===== src/hw/ssmc_pkg.sv =====
// Package: constants and types for the SRAM sleep-mode controller
package ssmc_pkg;
   // Clock period in picoseconds (250 MHz)
   localparam int CLK_PERIOD_PS   = 4000;
   // Entry delay in clock cycles, counting the edge that first samples the request high
   localparam int SLEEP_ENTRY_CYC = 2;
   // Least recovery time after the request falls, in ns as printed
   localparam int RECOVERY_NS     = 20;
   // Recovery time in cycles, rounded up, at least one
   localparam int RECOVERY_CYC_RAW = (RECOVERY_NS * 1000 + CLK_PERIOD_PS - 1) / CLK_PERIOD_PS;
   localparam int RECOVERY_CYC    = (RECOVERY_CYC_RAW < 1) ? 1 : RECOVERY_CYC_RAW;
   // Width of the phase counter
   localparam int CNT_W           = 4;
   // Counter value after reset
   localparam logic [CNT_W-1:0] CNT_RESET = 4'h0;

   // Power phases of the memory
   typedef enum logic [1:0] {
      SSMC_RUN,
      SSMC_ENTER,
      SSMC_SLEEP,
      SSMC_RECOVER
   } ssmc_state_t;

   // Cycle count as counter width
   function automatic logic [CNT_W-1:0] ssmc_cnt(input int n);
      return n[CNT_W-1:0];
   endfunction
endpackage


===== src/hw/ssmc_if.sv =====
// Interface: command gating bundle between controller and gate
`timescale 1ns/100ps
interface ssmc_if #(parameter int DATA_W = 36);
   logic              asleep;
   logic              recovering;
   logic              cmdRead;
   logic              cmdWrite;
   logic              cmdSelect;
   logic [DATA_W-1:0] rdData;
   logic              rdValid;
   logic              memRead;
   logic              memWrite;
   logic              outEn;
   logic [DATA_W-1:0] outData;
   modport ctrl (output asleep, output recovering, input cmdRead, input cmdWrite, input cmdSelect,
                 input rdData, input rdValid);
   modport gate (input asleep, input recovering, input cmdRead, input cmdWrite, input cmdSelect,
                 input rdData, input rdValid, output memRead, output memWrite, output outEn,
                 output outData);
endinterface


===== src/hw/sram_sleep_mode_control.sv =====
// Module: sleep-mode sequencer for a pipelined synchronous burst SRAM
// Function
// - Two clock cycles after the sleep request goes high the memory enters sleep.
// - In sleep all internal state except the output enable, and the stored contents, are kept unchanged.
// - After the request falls, writes resume only once the recovery time has passed; reads pass during recovery.
// - Sleep lasts while the request stays high and ends one edge after it falls; the memory counts as deselected.
// - In sleep the command and read-data inputs are ignored; data outputs float from one edge after sleep begins.
// - The request is asynchronous active high; operations in flight when it rises may be lost.
`timescale 1ns/100ps
module sram_sleep_mode_control
   import ssmc_pkg::*;
#(
   parameter int DATA_W = 36
) (
   // Clock, reset, enable
   input  wire logic              clk,
   input  wire logic              rst,
   input  wire logic              ce,
   // Sleep request from controller
   input  wire logic              sleepRequest,
   // Commands from the controller
   input  wire logic              cmdSelect,
   input  wire logic              cmdRead,
   input  wire logic              cmdWrite,
   // Read data from the array pipeline
   input  wire logic [DATA_W-1:0] rdData,
   input  wire logic              rdValid,
   // Gated commands towards the array
   output logic                   memRead,
   output logic                   memWrite,
   // Data pins
   output logic [DATA_W-1:0]      dqOut,
   output logic                   dqOe,
   // Status
   output logic                   asleep,
   output logic                   recovering
);
   ssmc_state_t       state;
   ssmc_state_t       next_state;
   logic [CNT_W-1:0]  cnt;
   logic [CNT_W-1:0]  next_cnt;

   ssmc_if #(.DATA_W(DATA_W)) bus ();

   // Phase sequencer next state
   always_comb begin
      next_state = state;
      next_cnt   = cnt;
      case (state)
         SSMC_RUN: begin
            if (sleepRequest) begin
               next_state = SSMC_ENTER;
               next_cnt   = ssmc_cnt(SLEEP_ENTRY_CYC - 1);
            end
         end
         SSMC_ENTER: begin
            if (!sleepRequest) begin
               next_state = SSMC_RUN;
            end else if (cnt <= ssmc_cnt(1)) begin
               next_state = SSMC_SLEEP;
            end else begin
               next_cnt = cnt - ssmc_cnt(1);
            end
         end
         SSMC_SLEEP: begin
            if (!sleepRequest) begin
               next_state = SSMC_RECOVER;
               next_cnt   = ssmc_cnt(RECOVERY_CYC);
            end
         end
         SSMC_RECOVER: begin
            if (sleepRequest) begin
               next_state = SSMC_ENTER;
               next_cnt   = ssmc_cnt(SLEEP_ENTRY_CYC - 1);
            end else if (cnt <= ssmc_cnt(1)) begin
               next_state = SSMC_RUN;
            end else begin
               next_cnt = cnt - ssmc_cnt(1);
            end
         end
         default: begin
            next_state = SSMC_RUN;
            next_cnt   = CNT_RESET;
         end
      endcase
   end

   // Phase registers
   always_ff @(posedge clk) begin
      if (rst) begin
         state <= SSMC_RUN;
         cnt   <= CNT_RESET;
      end else if (ce) begin
         state <= next_state;
         cnt   <= next_cnt;
      end
   end

   // Status and bundle hookup
   assign asleep         = (state == SSMC_SLEEP);
   assign recovering     = (state == SSMC_RECOVER);
   assign bus.asleep     = asleep;
   assign bus.recovering = recovering;
   assign bus.cmdSelect  = cmdSelect;
   assign bus.cmdRead    = cmdRead;
   assign bus.cmdWrite   = cmdWrite;
   assign bus.rdData     = rdData;
   assign bus.rdValid    = rdValid;
   assign memRead        = bus.memRead;
   assign memWrite       = bus.memWrite;
   assign dqOut          = bus.outData;
   assign dqOe           = bus.outEn;

   ssmc_gate #(.DATA_W(DATA_W)) u_gate (
      .clk (clk),
      .rst (rst),
      .ce  (ce),
      .bus (bus.gate)
   );
endmodule // sram_sleep_mode_control


===== src/hw/ssmc_gate.sv =====
// Module: command and output gating driven by the power phase
`timescale 1ns/100ps
module ssmc_gate
   import ssmc_pkg::*;
#(
   parameter int DATA_W = 36
) (
   // Clock and control
   input wire logic clk,
   input wire logic rst,
   input wire logic ce,
   // Bundle
   ssmc_if.gate     bus
);
   logic              outEn;
   logic              next_outEn;
   logic [DATA_W-1:0] outData;
   logic [DATA_W-1:0] next_outData;

   // Commands pass only while awake; writes also blocked in recovery
   assign bus.memRead  = bus.cmdSelect & bus.cmdRead & ~bus.asleep;
   assign bus.memWrite = bus.cmdSelect & bus.cmdWrite & ~bus.asleep & ~bus.recovering;
   assign bus.outEn    = outEn;
   assign bus.outData  = outData;

   // Output driver next state; sleep floats the data pins
   always_comb begin
      next_outEn   = outEn;
      next_outData = outData;
      if (bus.asleep) begin
         next_outEn = 1'b0;
      end else if (bus.rdValid) begin
         next_outEn   = 1'b1;
         next_outData = bus.rdData;
      end else begin
         next_outEn = 1'b0;
      end
   end

   // Output registers
   always_ff @(posedge clk) begin
      if (rst) begin
         outEn   <= 1'b0;
         outData <= '0;
      end else if (ce) begin
         outEn   <= next_outEn;
         outData <= next_outData;
      end
   end
endmodule // ssmc_gate


===== config.mk =====
export PLATFORM = sky130hd
export DESIGN_NAME = sram_sleep_mode_control
export DESIGN_NICKNAME = d
export VERILOG_FILES = /design/src/hw/ssmc_pkg.sv /design/src/hw/ssmc_if.sv /design/src/hw/sram_sleep_mode_control.sv /design/src/hw/ssmc_gate.sv
export SDC_FILE = /design/constraint.sdc
export NUM_CORES = 1
export LEC_CHECK = 0
export BUFFER_PORTS_ARGS = -buffer_cell sky130_fd_sc_hd__buf_2
export CAP_MARGIN = 20
export CORE_MARGIN = 1
export CORE_UTILIZATION = 45
export DETAILED_ROUTE_END_ITERATION = 8
export HOLD_SLACK_MARGIN = 0.1
export MAX_ROUTING_LAYER = met4
export PLACE_DENSITY = 0.79
export SYNTH_ARGS = -nofsm -noshare
export SYNTH_HDL_FRONTEND = slang
export SYNTH_SLANG_ARGS = --single-unit

===== constraint.sdc =====
create_clock -name clk -period 2.5 [get_ports clk]
set_clock_uncertainty 0.15 [all_clocks]
set_input_delay 0 -clock clk [delete_from_list [all_inputs] [get_ports clk]]
set_output_delay 0 -clock clk [all_outputs]
set_load 0.03 [all_outputs]

==> summary.md <==
| Metric | Value |
|---|---|
| Slew margin rel. | `49.2%` |
| Tot Pwr | `1.47 mW` |
| Final period utilization | `93.2%` |
| Worst Max-Slew Pin Slew | `0.761 ns` |
| Die extent in x | `63.7 µm` |
| Worst flop-to-flop path startpoint | `cnt[0]` |
| Number of max-cap violations | `0` |
| Cells after synthesis | `217` |
| Clock slew at reported path FFs | `0.08 ns` |
| Core area | `3660 µm²` |
| VDD IR max | `343 µV` |
| H-tree Lvls | `2` |
| Layout Nets | `381` |
| Post-CTS Setup Repair Bufs | `0` |
| Minimum clock period | `2.33 ns` |
| CTS tree | `built` |
| Drt pass-1 iters | `4` |
| Overflow after GRT | `0` |
| Post-synth ARST share | `0%` |
| Synth top area cells | `dfxtp_1 (50%), nand2_1 (17%), a21oi_1 (12%), buf_2 (1.8%), clkbuf_1 (1.8%)` |
| Sequential cell area fraction in the yosys report | `50.3%` |
| Met3 wire length | `226 µm` |
| Syn Std Cell Area | `1710 µm²` |
| Total Routing Usage GR | `23.2%` |
| CP endpoint kind | `register` |
| Hold path start | `rst` |
| Top Ports | `85` |
| Largest area contributor in the netlist | `dfxtp_1` |
| Inserted Clock Buffers | `5` |
| Total wire length | `4.45 mm` |
| Starting Density | `46.8%` |
| Arr. time, crit path | `2.41 ns` |
| Post_cts resized | `0` |
| Max clock buf depth | `2` |
| Power Dens Cells | `558 nW/µm²` |
| Synth Warn # | `0` |
| Via count | `1834` |
| Share of the synthesized area in the top cell type | `50.3%` |
| Uppermost layer routed | `met4` |
| Crit-path max FO | `10` |
| Synth top cells by count | `nand2_1 (77), dfxtp_1 (43), a21oi_1 (41)` |
| Netlist cell types | `34` |
| Final Hold Fails | `0` |
| Port bufs | `84` |
| Die Footprint | `4050 µm²` |
| Final slew viol count | `0` |
| Final GP Congestion | `0.860` |
| Mean post-synth cell area | `7.89 µm²` |
| Fraction of final layout cells sized beyond drive strength 1 | `28.9%` |
| Setup TNS Final | `0 ns` |
| RSZ-0062 raised after global routing | `no` |
| Critical Path Start Type | `input port` |
| Post-synth EDFFs | `0` |
| # DRC | `0` |
| Vias in the first global route | `1703` |
| First-pass GRT wire length | `7.04 mm` |
| Status | `complete, no violations` |
| Diodes inserted | `0` |
| Fillers | `287` |
| M1 WL | `1.91 mm` |
| Met2 wire length | `2.22 mm` |
| Setup violations, final | `0` |
| Syn Nets | `263` |
| Critical path class | `in2reg` |
| CP startpoint | `sleepRequest` |
| Ys flop type | `dfxtp_1` |
| Layout area overhead | `53.6%` |
| Antenna viol nets, final | `0` |
| Vias/cell | `4.78` |
| # clock sinks | `43` |
| Detailed placer's ending HPWL | `2.43 mm` |
| # rows | `22` |
| Worst path required time | `2.58 ns` |
| Hold slack | `0.143 ns` |
| Number of DRC markers in iteration 0 | `154` |
| Fmax | `429 MHz` |
| Drt wl/cell | `11.6 µm` |
| Clk_lat worst skew | `0.28 ns` |
| Initial antenna violation count | `0` |
| #FFs+latches synth | `43` |
| Root buffer cell | `clkbuf_8` |
| Lkg Pwr | `1.21 nW` |
| Chip height | `63.7 µm` |
| Most frequent cell after synthesis | `nand2_1` |
| Hold/Removal Path Class | `in2reg` |
| Largest net degree at the start of global routing | `44` |
[final cells by class]
type	count	area (µm²)	area share [%]
clock buffers	6	72.6	2.76
clock inverters	2	12.5	0.476
flip-flops and latches	43	861	32.7
repair buffers	126	836	31.8
inverters	5	21.3	0.809
well taps	48	60.1	2.28
multi-input cells	154	766	29.1
[path summary, 6_finish.rpt]
| kind | to | slack [ns] | cells past startpoint |
|---|---|---|---|
| worst max register to register | register | 0.32 | 7 |
| worst min-delay path | u_gate.bus.outData[28] | 0.14 | 2 |
| worst max-delay path | register | 0.17 | 7 |
| worst min register to register | u_gate.bus.outData[25] | 0.30 | 2 |
[metal layers]
metal,global-route usage (%),vias up
li1,-,946
met3,5.25,10
met5,-,-
met4,11.1,0
met2,42.2,64
met1,23.1,814
[what timing repair did]
action                                  CTS  global route
hold buffers                             40             0
endpoints found under the hold margin    42             0
endpoints found under the setup margin    0             0
[cell families after synthesis]
group | after synthesis | share of synthesized area, %
fa+ha+maj | 3 | 2.05
xor+xnor | 1 | 0.512
simple gates | 98 | 24.3
flops | 43 | 50.3
buf+inv | 20 | 4.97
compound gates | 52 | 17.9
[layout by cell type (no fill, tap or decap), types with 2 or more instances in the layout]
cell type and count:
nand2_1 77, nor2_1 5, a21oi_1 41, and3_1 2
inv_1 4, nand3_1 4, buf_4 2, dfxtp_1 43
o21ai_0 2, buf_2 84, clkbuf_8 5, ha_1 2
dlygate4sd3_1 40
[per-stage QoR]
stage	cell area, µm²	util (%)	worst slack [ns]	cells
final	2630	71.8	0.170	384
after global routing	2630	71.8	0.101	384
after floorplan	1710	-	0.606	217
after global placement	2140	58.5	0.543	336
after detailed placement	2140	58.5	0.498	336
after CTS	2630	71.8	0.254	384
[power by group]
group	internal [mW]	switching, mW	total, mW
Clock	0.195	0.230	0.426
Combinational	0.131	0.170	0.302
Sequential	0.719	0.0203	0.740
Total	1.05	0.421	1.47
[state kept, by name, indices dropped and copies added (netlist names), named ones only]
| name | cells |
|---|---|
| cnt | 4 |
| state | 1 |
| u_gate.bus.outData | 36 |
| u_gate.bus.outEn | 1 |
[critical path, stage by stage]
cell and delay (ns):
dlygate4sd3_1 0.53, buf_2 0.22, nand2_1 0.09, dlygate4sd3_1 0.56
or3_1 0.30, a21oi_1 0.14, dlygate4sd3_1 0.57
No activity file was read; power rests on OpenSTA's default activity.
